<file path="src/rtl/ebp_pkg.sv">
package ebp_pkg;
  // register index map
  localparam logic [2:0] ADDR_PERIOD_LIMIT = 3'h0;
  localparam logic [2:0] ADDR_DUTY_BUFFER = 3'h1;
  localparam logic [2:0] ADDR_DUTY_ACTIVE = 3'h2;
  localparam logic [2:0] ADDR_PWM_CONTROL = 3'h3;
  localparam logic [2:0] ADDR_DEAD_BAND = 3'h4;
  localparam logic [2:0] ADDR_TIMER_CONTROL = 3'h5;
  localparam logic [2:0] ADDR_TIMER_VALUE = 3'h6;
  // pwm_control fields, and the top bit of the dead band register
  localparam int DIR_BIT = 7;
  localparam int MODE_HI = 7;
  localparam int MODE_LO = 6;
  localparam int DUTY_LSB_HI = 5;
  localparam int DUTY_LSB_LO = 4;
  localparam int POL_AC_BIT = 0;
  localparam int POL_BD_BIT = 1;
  localparam int DB_HI = 6;
  // instruction cycle in oscillator periods
  localparam int OSC_PER_CYCLE = 4;
  localparam logic [1:0] QTR_LAST = 2'h3;
  typedef enum logic [1:0]
  {
    MODE_SINGLE = 2'b00,
    MODE_HALF = 2'b10,
    MODE_FWD = 2'b01,
    MODE_REV = 2'b11
  } ebp_mode_t;
  typedef struct packed
  {
    logic [2:0] addr;
    logic [7:0] wdata;
    logic wr;
    logic rd;
  } ebp_bus_t;
  typedef struct packed
  {
    logic a;
    logic b;
    logic c;
    logic d;
  } ebp_out_t;
endpackage : ebp_pkg

</file>
<file path="src/rtl/ebp_pwm.sv">
`timescale 1ns/1ps
// What the document requires of this block and its software
// [RULE1] period is (limit+1)*4*prescale oscillator periods
// [RULE2] at limit match: clear timer, set output, load duty; code does not set the output when the new duty is zero
// [RULE3] postscaler never changes pwm period
// [RULE4] duty is buffer plus control bits 5:4
// [RULE5] duty buffer copied only at period match
// [RULE6] active duty copy read-only to software
// [RULE7] clear output when duty equals extended timer
// [RULE8] duty beyond period never clears output
// [RULE9] two-bit field picks one of four modes
// [RULE10] half-bridge: a is pwm, b complement
// [RULE11] half-bridge delays rising edges by dead band
// [RULE12] dead band over duty keeps output inactive
// [RULE13] full-bridge: a on d pwm, or c on b pwm
// [RULE14] direction change applies from next cycle
// [RULE15] direction swap one prescaled quarter before end; code opens the swap window one timer count (4*prescale clocks) before end
// [RULE16] prescaler divides by 1, 4 or 16
// [RULE17] no dead band in full-bridge modes
// [RULE18] software lowers duty before reversing at high duty
// [RULE19] software enables pin drivers after setup
// [RULE20] controls load at period, dead band earlier
// [RULE21] polarity chosen per a/c and b/d pair
module ebp_pwm
  import ebp_pkg::*;
(
  // clock and reset
  input wire logic clock,
  input wire logic reset_n,
  // register port
  input wire ebp_bus_t bus,
  output logic [7:0] readData,
  // bridge outputs
  output ebp_out_t pwmOut
);
  // ==========================================
  // registers
  logic [7:0] periodLimit_reg, periodLimit_next;
  logic [7:0] dutyBuffer_reg, dutyBuffer_next;
  logic [7:0] control_reg, control_next;
  logic [6:0] deadBand_reg, deadBand_next;
  logic [1:0] prescSel_reg, prescSel_next;
  logic [7:0] readData_reg, readData_next;
  logic [7:0] timer_reg, timer_next;
  logic [9:0] dutyActive_reg, dutyActive_next;
  always_comb
  begin
    periodLimit_next = periodLimit_reg;
    dutyBuffer_next = dutyBuffer_reg;
    control_next = control_reg;
    deadBand_next = deadBand_reg;
    prescSel_next = prescSel_reg;
    readData_next = 8'h00;
    if (bus.wr)
    begin
      case (bus.addr)
        ADDR_PERIOD_LIMIT: periodLimit_next = bus.wdata;
        ADDR_DUTY_BUFFER: dutyBuffer_next = bus.wdata; // RULE5
        ADDR_PWM_CONTROL: control_next = bus.wdata; // RULE14
        ADDR_DEAD_BAND: deadBand_next = bus.wdata[DB_HI:0];
        ADDR_TIMER_CONTROL: prescSel_next = bus.wdata[1:0];
        default: ; // duty copy ignores writes RULE6
      endcase
    end
    if (bus.rd)
    begin
      case (bus.addr)
        ADDR_PERIOD_LIMIT: readData_next = periodLimit_reg;
        ADDR_DUTY_BUFFER: readData_next = dutyBuffer_reg;
        ADDR_DUTY_ACTIVE: readData_next = dutyActive_reg[9:2];
        ADDR_PWM_CONTROL: readData_next = control_reg;
        ADDR_DEAD_BAND: readData_next = {1'b0, deadBand_reg};
        ADDR_TIMER_CONTROL: readData_next = {6'h00, prescSel_reg};
        ADDR_TIMER_VALUE: readData_next = timer_reg;
        default: readData_next = 8'h00;
      endcase
    end
  end
  always_ff @(posedge clock)
  begin
    if (!reset_n)
    begin
      periodLimit_reg <= 8'hff;
      dutyBuffer_reg <= 8'h00;
      control_reg <= 8'h00;
      deadBand_reg <= 7'h00;
      prescSel_reg <= 2'h0;
      readData_reg <= 8'h00;
    end
    else
    begin
      periodLimit_reg <= periodLimit_next;
      dutyBuffer_reg <= dutyBuffer_next;
      control_reg <= control_next;
      deadBand_reg <= deadBand_next;
      prescSel_reg <= prescSel_next;
      readData_reg <= readData_next;
    end
  end
  assign readData = readData_reg;
  // ==========================================
  // timebase: quarter counter, prescaler, timer
  // postscaler lives outside; nothing here feeds it back RULE3
  logic [1:0] qtr_reg, qtr_next;
  logic [3:0] presc_reg, presc_next;
  logic [3:0] prescMax;
  logic tick, periodEnd, lastCount;
  always_comb
  begin
    case (prescSel_reg) // RULE16
      2'h0: prescMax = 4'h0;
      2'h1: prescMax = 4'h3;
      default: prescMax = 4'hf;
    endcase
    tick = (qtr_reg == QTR_LAST) && (presc_reg >= prescMax);
    periodEnd = tick && (timer_reg == periodLimit_reg); // RULE1
    // the final count lasts 4*prescale clocks: the direction swap window
    lastCount = (timer_reg == periodLimit_reg);
    qtr_next = qtr_reg + 2'h1;
    presc_next = presc_reg;
    timer_next = timer_reg;
    if (qtr_reg == QTR_LAST)
      presc_next = tick ? 4'h0 : presc_reg + 4'h1;
    if (tick)
      timer_next = periodEnd ? 8'h00 : timer_reg + 8'h01; // RULE2
    // prescaler restarts on a rate change so it never sits past its limit
    if (bus.wr && bus.addr == ADDR_TIMER_CONTROL)
      presc_next = 4'h0; // RULE16
  end
  // ==========================================
  // duty, shadow controls and output shaping
  logic [1:0] mode_reg, mode_next;
  logic dir_reg, dir_next;
  logic [1:0] pol_reg, pol_next;
  logic [6:0] dbActive_reg, dbActive_next;
  logic pwm_reg, pwm_next;
  logic [6:0] dbA_reg, dbA_next, dbB_reg, dbB_next;
  ebp_out_t out_reg, out_next;
  logic [9:0] extTimer;
  logic [9:0] newDuty;
  logic swapWin;
  logic aRaw, bRaw;
  always_comb
  begin
    newDuty = {dutyBuffer_reg, control_reg[DUTY_LSB_HI:DUTY_LSB_LO]}; // RULE4
    // next count compared, so the pin falls after exactly duty steps
    // low bits: quarter clock at 1:1, prescaler bits otherwise RULE7
    case (prescSel_reg)
      2'h0: extTimer = {timer_next, qtr_next};
      2'h1: extTimer = {timer_next, presc_next[1:0]};
      default: extTimer = {timer_next, presc_next[3:2]};
    endcase
    dutyActive_next = dutyActive_reg;
    mode_next = mode_reg;
    dir_next = dir_reg;
    pol_next = pol_reg;
    dbActive_next = dbActive_reg;
    pwm_next = pwm_reg;
    if (periodEnd)
    begin
      dutyActive_next = newDuty; // RULE5
      mode_next = control_reg[MODE_HI:MODE_LO]; // RULE20
      dir_next = control_reg[DIR_BIT]; // RULE14
      pol_next = {control_reg[POL_BD_BIT], control_reg[POL_AC_BIT]}; // RULE21
      dbActive_next = deadBand_reg; // RULE20
      pwm_next = (newDuty != 10'h000); // RULE2
    end
    // never matches when duty exceeds period RULE8
    else if (extTimer == dutyActive_reg)
    begin
      pwm_next = 1'b0; // RULE7
      dbActive_next = deadBand_reg; // RULE20
    end
    // dead band counters, one per half-bridge leg
    dbA_next = dbA_reg;
    dbB_next = dbB_reg;
    if (!pwm_reg)
      dbA_next = 7'h00;
    else if (qtr_reg == QTR_LAST && dbA_reg != 7'h7f)
      dbA_next = dbA_reg + 7'h01; // RULE11
    if (pwm_reg)
      dbB_next = 7'h00;
    else if (qtr_reg == QTR_LAST && dbB_reg != 7'h7f)
      dbB_next = dbB_reg + 7'h01; // RULE11
    // a leg still counting when pwm falls stays inactive RULE12
    aRaw = pwm_reg && (dbA_reg >= dbActive_reg);
    bRaw = !pwm_reg && (dbB_reg >= dbActive_reg);
    swapWin = (control_reg[DIR_BIT] != dir_reg) && lastCount; // RULE15
    out_next = '0;
    case (ebp_mode_t'(mode_reg)) // RULE9
      MODE_SINGLE: out_next.a = pwm_reg;
      MODE_HALF:
      begin
        out_next.a = aRaw; // RULE10
        out_next.b = bRaw; // RULE10
      end
      MODE_FWD:
      begin
        out_next.a = !swapWin; // RULE13 RULE17
        out_next.c = swapWin; // RULE15
        out_next.d = pwm_reg && !swapWin; // RULE13
      end
      MODE_REV:
      begin
        out_next.c = !swapWin; // RULE13 RULE17
        out_next.a = swapWin; // RULE15
        out_next.b = pwm_reg && !swapWin; // RULE13
      end
      default: out_next = '0;
    endcase
    // pin drive enables live in the port logic outside this block
    out_next.a = out_next.a ^ pol_reg[0]; // RULE21
    out_next.c = out_next.c ^ pol_reg[0];
    out_next.b = out_next.b ^ pol_reg[1];
    out_next.d = out_next.d ^ pol_reg[1];
  end
  always_ff @(posedge clock)
  begin
    if (!reset_n)
    begin
      qtr_reg <= 2'h0;
      presc_reg <= 4'h0;
      timer_reg <= 8'h00;
      dutyActive_reg <= 10'h000;
      mode_reg <= 2'h0;
      dir_reg <= 1'b0;
      pol_reg <= 2'h0;
      dbActive_reg <= 7'h00;
      pwm_reg <= 1'b0;
      dbA_reg <= 7'h00;
      dbB_reg <= 7'h00;
      out_reg <= '0;
    end
    else
    begin
      qtr_reg <= qtr_next;
      presc_reg <= presc_next;
      timer_reg <= timer_next;
      dutyActive_reg <= dutyActive_next;
      mode_reg <= mode_next;
      dir_reg <= dir_next;
      pol_reg <= pol_next;
      dbActive_reg <= dbActive_next;
      pwm_reg <= pwm_next;
      dbA_reg <= dbA_next;
      dbB_reg <= dbB_next;
      out_reg <= out_next;
    end
  end
  assign pwmOut = out_reg;
  // ==========================================
  // assertions
  // pins lag the shaping by one edge, so compare with past polarity
  a_timer_wrap: assert property ( // RULE2
    @(posedge clock) disable iff (!reset_n)
    periodEnd |=> timer_reg == 8'h00)
    else $error("timer did not clear at period end");
  a_duty_load: assert property ( // RULE5
    @(posedge clock) disable iff (!reset_n)
    periodEnd |=> dutyActive_reg == $past(newDuty))
    else $error("duty copy not loaded at period end");
  a_duty_hold: assert property ( // RULE6
    @(posedge clock) disable iff (!reset_n)
    !periodEnd |=> $stable(dutyActive_reg))
    else $error("duty copy changed mid period");
  a_pwm_set: assert property ( // RULE2
    @(posedge clock) disable iff (!reset_n)
    periodEnd && newDuty != 10'h000 |=> pwm_reg)
    else $error("pwm not set at period start");
  a_pwm_clear: assert property ( // RULE7
    @(posedge clock) disable iff (!reset_n)
    !periodEnd && extTimer == dutyActive_reg |=> !pwm_reg)
    else $error("pwm not cleared on duty match");
  a_presc_range: assert property ( // RULE16
    @(posedge clock) disable iff (!reset_n)
    presc_reg <= prescMax)
    else $error("prescaler beyond its limit");
  a_dir_hold: assert property ( // RULE14
    @(posedge clock) disable iff (!reset_n)
    !periodEnd |=> $stable(dir_reg))
    else $error("direction changed mid period");
  a_db_half: assert property ( // RULE11
    @(posedge clock) disable iff (!reset_n)
    mode_reg == MODE_HALF && $rose(pwm_reg) && dbActive_reg != 7'h00
    |=> (out_reg.a ^ $past(pol_reg[0])) == 1'b0)
    else $error("half-bridge rose without dead band");
  a_fwd_hold: assert property ( // RULE13
    @(posedge clock) disable iff (!reset_n)
    mode_reg == MODE_FWD |=> out_reg.b == $past(pol_reg[1]))
    else $error("output b active in forward mode");
  a_rev_hold: assert property ( // RULE13
    @(posedge clock) disable iff (!reset_n)
    mode_reg == MODE_REV |=> out_reg.d == $past(pol_reg[1]))
    else $error("output d active in reverse mode");
  a_single_only: assert property ( // RULE9
    @(posedge clock) disable iff (!reset_n)
    mode_reg == MODE_SINGLE |=> out_reg.c == $past(pol_reg[0]))
    else $error("output c active in single mode");
  a_half_apart: assert property ( // RULE10
    @(posedge clock) disable iff (!reset_n)
    mode_reg == MODE_HALF |=> !((out_reg.a ^ $past(pol_reg[0]))
    && (out_reg.b ^ $past(pol_reg[1]))))
    else $error("both half-bridge legs active");
  a_fwd_swap: assert property ( // RULE15
    @(posedge clock) disable iff (!reset_n)
    mode_reg == MODE_FWD && swapWin |=> out_reg.d == $past(pol_reg[1]))
    else $error("output d active in swap window");
  a_rev_swap: assert property ( // RULE15
    @(posedge clock) disable iff (!reset_n)
    mode_reg == MODE_REV && swapWin |=> out_reg.b == $past(pol_reg[1]))
    else $error("output b active in swap window");
  a_full_nodb: assert property ( // RULE17
    @(posedge clock) disable iff (!reset_n)
    mode_reg == MODE_FWD && $rose(pwm_reg) && !swapWin
    |=> out_reg.d != $past(pol_reg[1]))
    else $error("full-bridge output delayed");
endmodule : ebp_pwm

</file>
<file path="config.mk">
export PLATFORM = sky130hd
export DESIGN_NAME = ebp_pwm
export DESIGN_NICKNAME = d
export VERILOG_FILES = /design/src/rtl/ebp_pkg.sv /design/src/rtl/ebp_pwm.sv
export SDC_FILE = /design/constraint.sdc
export NUM_CORES = 1
export LEC_CHECK = 0
export BUFFER_PORTS_ARGS = -buffer_cell sky130_fd_sc_hd__buf_4
export CAP_MARGIN = 20
export CORE_MARGIN = 1
export CORE_UTILIZATION = 55
export DETAILED_ROUTE_END_ITERATION = 12
export HOLD_SLACK_MARGIN = 0.1
export PLACE_DENSITY_LB_ADDON = 0.25
export SLEW_MARGIN = 20
export SYNTH_ARGS = -nofsm -noshare
export SYNTH_HDL_FRONTEND = slang
export SYNTH_SLANG_ARGS = --single-unit
export TNS_END_PERCENT = 20
</file>
<file path="constraint.sdc">
create_clock -name clock -period 8.65 [get_ports clock]
set_input_delay 1.2975 -clock clock [delete_from_list [all_inputs] [get_ports clock]]
set_output_delay 1.2975 -clock clock [all_outputs]
set_load 0.1 [all_outputs]
</file>
# After elaboration in Yosys (flattened, before gate mapping)
# Index checks and enable logic that the tools add are counted.
[totals] regBits=96 input_bits=15
[classes] n_addsub=5 order_cmp=3 eq_ne=16 n_mux=16 bitwise_logic=5 reduce_logical=24
[ops] cell="8-bit one-hot mux with 7 select lines" count=1
[ops] cell="8-bit two-way mux" count=2
[ops] cell="7-bit by 1-bit adder with 7-bit output, second input constant" count=2
[ops] cell="7-bit greater-or-equal comparator" count=2
[ops] cell="7-bit two-way mux" count=2
[ops] cell="7-bit inequality test, second input constant" count=2
[ops] cell="2-bit AND reduction" count=7
[ops] cell="4-bit two-way mux" count=3
[ops] cell="10-bit equality test" count=1
[ops] cell="10-bit nonzero test" count=1
[ops] cell="3-bit equality test, second input constant" count=3
[ops] cell="1-bit logical AND" count=9
[ops] cell="8-bit by 1-bit adder with 8-bit output, second input constant" count=1
[ops] cell="8-bit equality test" count=1
[ops] cell="4-bit one-hot mux with 2 select lines" count=1
[ops] cell="2-bit equality test, second input constant" count=3
[ops] cell="3-bit by 2-bit equality test with 1-bit output, second input constant" count=2
[ops] cell="4-bit by 1-bit adder with 4-bit output, second input constant" count=1
[ops] cell="2-bit by 1-bit equality test with 1-bit output, second input constant" count=2
[ops] cell="4-bit greater-or-equal comparator" count=1
[ops] cell="2-bit zero test" count=2
[ops] cell="1-bit one-hot mux with 2 select lines" count=2
[ops] cell="1-bit one-hot mux with 4 select lines" count=1
[ops] cell="2-bit one-hot mux with 2 select lines" count=1
[ops] cell="10 further kinds" count=16

# Depth between registers and ports, before layout
[logic_depth] ltp_word=11 mapped_depth=13 ltp_nobuf=11

# Worst setup path before layout
# OpenSTA, ideal clock, no wires.
[synth_timing] kind="input-to-reg" start="input port bus[10] in the netlist's numbering" end="register dbActive_reg[1]" arrival_time_ns=3.283 required_ns=8.555 slack_ns=5.272 stages=10 n_path_buf=3 path_cell_list="buf_2 -> nand2_1 -> or2_0 -> clkbuf_1 -> a32oi_1 -> xnor2_1 -> a2111o_1 -> or2_1 -> buf_6 -> o311ai_1"
[synth_via] elab_chain_len=6
[synth_lines] element="start: declaration" line="ebp_pwm.sv:31" rtl="input wire ebp_bus_t bus,"
[synth_lines] element="3-bit equality test" line="ebp_pwm.sv:127" rtl="if (bus.wr && bus.addr == ADDR_TIMER_CONTROL)"
[synth_lines] element="1-bit logical AND" line="ebp_pwm.sv:127"
[synth_lines] element="4-bit two-way mux" line="ebp_pwm.sv:127"
[synth_lines] element="2-bit one-hot mux with 2 select lines" line="ebp_pwm.sv:148" rtl="case (prescSel_reg)"
[synth_lines] element="10-bit equality test" line="ebp_pwm.sv:169" rtl="else if (extTimer == dutyActive_reg)"
[synth_lines] element="2-bit nonzero test (no source line)"
[synth_lines] element="end signal: assignment" line="ebp_pwm.sv:243" rtl="dbActive_reg <= dbActive_next;"
[synth_lines] element="end: declaration" line="ebp_pwm.sv:135" rtl="logic [6:0] dbActive_reg, dbActive_next;"
# Every way passes these cells.
# A chain may end at the register's enable or synchronous reset.

# Worst setup path in the final report
[layout_timing] start="register prescSel_reg[0]" end="register dbActive_reg[4]"
[layout_via] elab_chain_len=10 elab_cells_between_ends=15 classes_between="1 x order compare; 2 x eq/ne; 8 x mux; 4 x reduce/logical"
[layout_lines] element="start: declaration" line="ebp_pwm.sv:42" rtl="logic [1:0] prescSel_reg, prescSel_next;"
[layout_lines] element="start signal: assignment" line="ebp_pwm.sv:96" rtl="prescSel_reg <= prescSel_next;"
[layout_lines] element="2-bit by 1-bit equality test with 1-bit output or 2-bit zero test (tied branches)" line="ebp_pwm.sv:110, ebp_pwm.sv:148"
[layout_lines] element="4-bit one-hot mux with 2 select lines" line="ebp_pwm.sv:110" rtl="case (prescSel_reg)"
[layout_lines] element="4-bit greater-or-equal comparator" line="ebp_pwm.sv:115" rtl="tick = (qtr_reg == QTR_LAST) && (presc_reg >= prescMax);"
[layout_lines] element="1-bit logical AND" line="ebp_pwm.sv:115"
[layout_lines] element="4-bit two-way mux" line="ebp_pwm.sv:123" rtl="presc_next = tick ? 4'h0 : presc_reg + 4'h1;"
[layout_lines] element="4-bit two-way mux" line="ebp_pwm.sv:122" rtl="if (qtr_reg == QTR_LAST)"
[layout_lines] element="4-bit two-way mux" line="ebp_pwm.sv:127"
[layout_lines] element="2-bit one-hot mux with 2 select lines" line="ebp_pwm.sv:148"
[layout_lines] element="10-bit equality test" line="ebp_pwm.sv:169"
[layout_lines] element="2-bit nonzero test (no source line)"
# Parallel ways exist; a longest one is shown, timed or not.

==> results.py <==
metrics = {
    "status": {
        "outcome": "finished, final reports clean",
    },
    "synthesis": {
        "synth_top_area_cell": "dfxtp_1",
        "synth_top_area_share_pct": 36.12,
        "yosys_warnings": 0,
        "synth_top_family_by_area": "simple AND/OR/NAND/NOR gates",
        "synth_nets": 647,
        "async_flop_share_pct": 0,
        "synth-simple-area-share_pct": 22.91,
        "synth_most_common_cell": "nand2_1",
        "netlist_area_um2": 5265,
        "synth_area_leaders": "dfxtp_1, nand2_1, mux2i_1",
        "ys_ff_latch": 95,
        "synth_compound_area_share_pct": 17.18,
        "synth-edff-count": 0,
        "synth_mux_area_share_pct": 8.935,
        "synthFlopType": "dfxtp_1",
        "synthAdderAreaFrac_pct": 5.466,
        "ys_seq_area_share_pct": 36.12,
        "synth_common_cells": "nand2_1, dfxtp_1, nor2_1",
        "postSynthAreaPerCell_um2": 8.645,
        "synthesis.instances": 609,
        "post_synth_num_cell_types": 76,
        "yosys.area_share.xor_xnor_pct": 4.587,
    },
    "cts": {
        "ctsResizeCount": 0,
        "ctsLongestPathBuffers": 2,
        "clockRootBuffer": "clkbuf_8",
        "clkTransAtPathRegs_ns": 0.11,
        "clock-sinks": 95,
        "numCtsBuffers": 9,
        "h-tree-depth": 3,
        "tritoncts": "yes",
        "cts_setup_buffers": 0,
        "clkLatencyLatePin_ns": 0.37,
        "cts_hold_buf": 0,
    },
    "cells_and_area": {
        "syn2layout_area_growth_pct": 7.462,
        "fin_area_um2": 5658,
        "nFillCells": 823,
        "diodes": 0,
        "largest_reg_flops": 10,
        "final_nets": 653,
        "drive_gt1_share_pct": 12.74,
        "utilization_pct": 61.23,
        "multi_input_area_um2": 3115,
        "regArea_um2": 1902,
    },
    "placement": {
        "port_buffers": 26,
        "place.gp.congestion": 0.9134,
        "post-place-ws_ns": 4.968,
        "placed_area_um2": 5448,
        "dp_hpwl_um": 9781,
    },
    "timing": {
        "hold_viol_final": 0,
        "fin_skew_ns": 0.01447,
        "setup_tns_ns": 0,
        "final-max-slew-violation-count": 0,
        "holdWs_ns": 0.4672,
        "grt_setup_unrepaired": "no",
        "slew_headroom_pct": 37.12,
        "finalCritPeriodShare_pct": 42.45,
        "setup_ws_ns": 4.978,
        "tightest_slew_ns": 0.9398,
        "period_minus_slack_ns": 3.672,
        "setup_viol": 0,
        "fmax_mhz": 272.3,
    },
    "power": {
        "ir_drop_mv": 0.1240,
        "p_per_area_nw_per_um2": 150.1,
        "leakage_uw": 0.002016,
    },
    "detailed_routing": {
        "avgRoutedWirePerCell_um": 17.83,
        "drtAntennaViolNets": 0,
        "via_count": 4593,
        "drt_iter0_markers": 391,
        "drc": 0,
        "wirelength_um": 13360,
        "drt_first_pass_iters": 6,
        "vias_per_cell": 6.132,
    },
    "floorplanning": {
        "ios": 27,
        "die_y_um": 99.84,
        "coreArea_um2": 9240,
        "die-area_um2": 9968,
        "fp-row-count": 35,
        "die_w_um": 99.84,
        "initial_core_util_pct": 56.98,
    },
    "grt": {
        "grt_first_pass_wirelength_um": 21670,
        "grt_overflow": 0,
        "grt_pass1_vias": 4239,
        "antenna_found_initial": 0,
        "grtUsageTotal_pct": 28.10,
        "grt_max_degree": 31,
    },
    "min_path": {
        "hold_path_end": "control_reg[2]",
        "hp-class": "reg2reg",
        "hold-path-cell-count": 2,
        "min_from": "control_reg[2]",
    },
    "flow_run": {
        "max-cap-violations": 0,
    },
    "worst_setup_path": {
        "r2r-end": "dbActive_reg[4]",
        "required_ns": 8.91,
        "ff2ff_setup_slack_ns": 4.98,
        "timing.rr.start": "prescSel_reg[0]",
        "crit_top_cell": "a2111o_1",
        "critPathLaunchType": "flop",
        "path_class": "reg2reg",
        "cp_slowest_stage_delay_ns": 0.55,
        "critPathCaptureType": "flop",
        "arrival_ns": 3.93,
        "r2r_cells": 10,
        "cp_slowest_cell": "a2111o_1",
        "path_cells": "or2_2, ha_1, nand2b_4, a2111o_1, nand3_2, nor2_1, a22o_1, a2111o_1, or2_1, o311ai_1",
        "crit_path_max_fanout": 17,
    },
}
final cells by class:
| cell class | count | share of cell area [%] |
|---|---|---|
| Clock buffer | 9 | 2.189 |
| Clock inverter | 7 | 1.437 |
| Inverter | 15 | 0.9951 |
| Multi-Input combinational cell | 465 | 55.06 |
| Sequential cell | 95 | 33.61 |
| Tap cell | 129 | 2.853 |
| Timing Repair Buffer | 29 | 3.848 |
layer usage:
| metal | wire [um] | GRT usage, % |
|---|---|---|
| met5 | 0 | 0 |
| met4 | 248 | 7.805 |
| met3 | 1059 | 5.571 |
| met2 | 6127 | 44.77 |
| met1 | 5922 | 38.83 |
logic make-up after synthesis:
kind of cell	Yosys count
compound gates	129
xor+xnor	25
fa+ha+maj	23
buf+inv	49
flops	95
mux	39
simple gates	249
metrics by stage:
stage / cells / power [uW]
after CTS: 749 / 853.2
after global routing: 749 / 880.6
final: 749 / 849.1
after floorplan: 609 / 531.7
after detailed placement: 733 / 553.7
after global placement: 733 / 551.4
cells in the final DEF, fill, tap and decap left out, types with 4 or more instances in the layout:
cell type,synthesis,final
nand2_1,100,100
dfxtp_1,95,95
nor2_1,57,57
a21oi_1,40,40
mux2i_1,29,29
buf_4,2,29
ha_1,23,23
nand3_1,20,20
o21ai_0,18,18
nor3_1,16,16
inv_1,15,15
xor2_1,15,15
nand2b_1,11,11
a2bb2oi_1,9,9
clkbuf_8,1,9
xnor2_1,7,7
o311ai_1,7,7
a21o_1,7,7
mux4_2,6,6
a211oi_1,6,6
nand4_1,5,5
a22oi_1,5,5
mux2_2,4,4
nor3b_1,5,4
worst max-delay path: cells and delay by family, from the launching register on:
family	cells	cell delay, ns
flip-flops	1	0.37
AO/OA/AOI/OAI	4	1.59
adder cells (fa/ha/maj)	1	0.29
AND/OR/NAND/NOR	5	1.32
worst max path at each step:
stage	from	to	slack [ns]	depth (start not counted)
after floorplan	bus[10]	dbActive_reg[1]	5.27	10
after global placement	bus[10]	dbActive_reg[3]	5.10	8
after detailed placement	bus[10]	dbActive_reg[4]	4.97	8
after CTS	prescSel_reg[0]	dbActive_reg[4]	5.01	10
after global routing	prescSel_reg[0]	dbActive_reg[1]	4.74	10
final	prescSel_reg[0]	dbActive_reg[4]	4.98	10
power by group:
| part | switching [uW] | leakage, uW | internal (uW) | total, uW |
|---|---|---|---|---|
| registers | 9.72 | 0.000768 | 445 | 454 |
| logic | 58.2 | 0.00114 | 33.1 | 91.3 |
| clock network | 186 | 0.000104 | 117 | 303 |
Note: power is estimated with default switching activity, not from simulation.
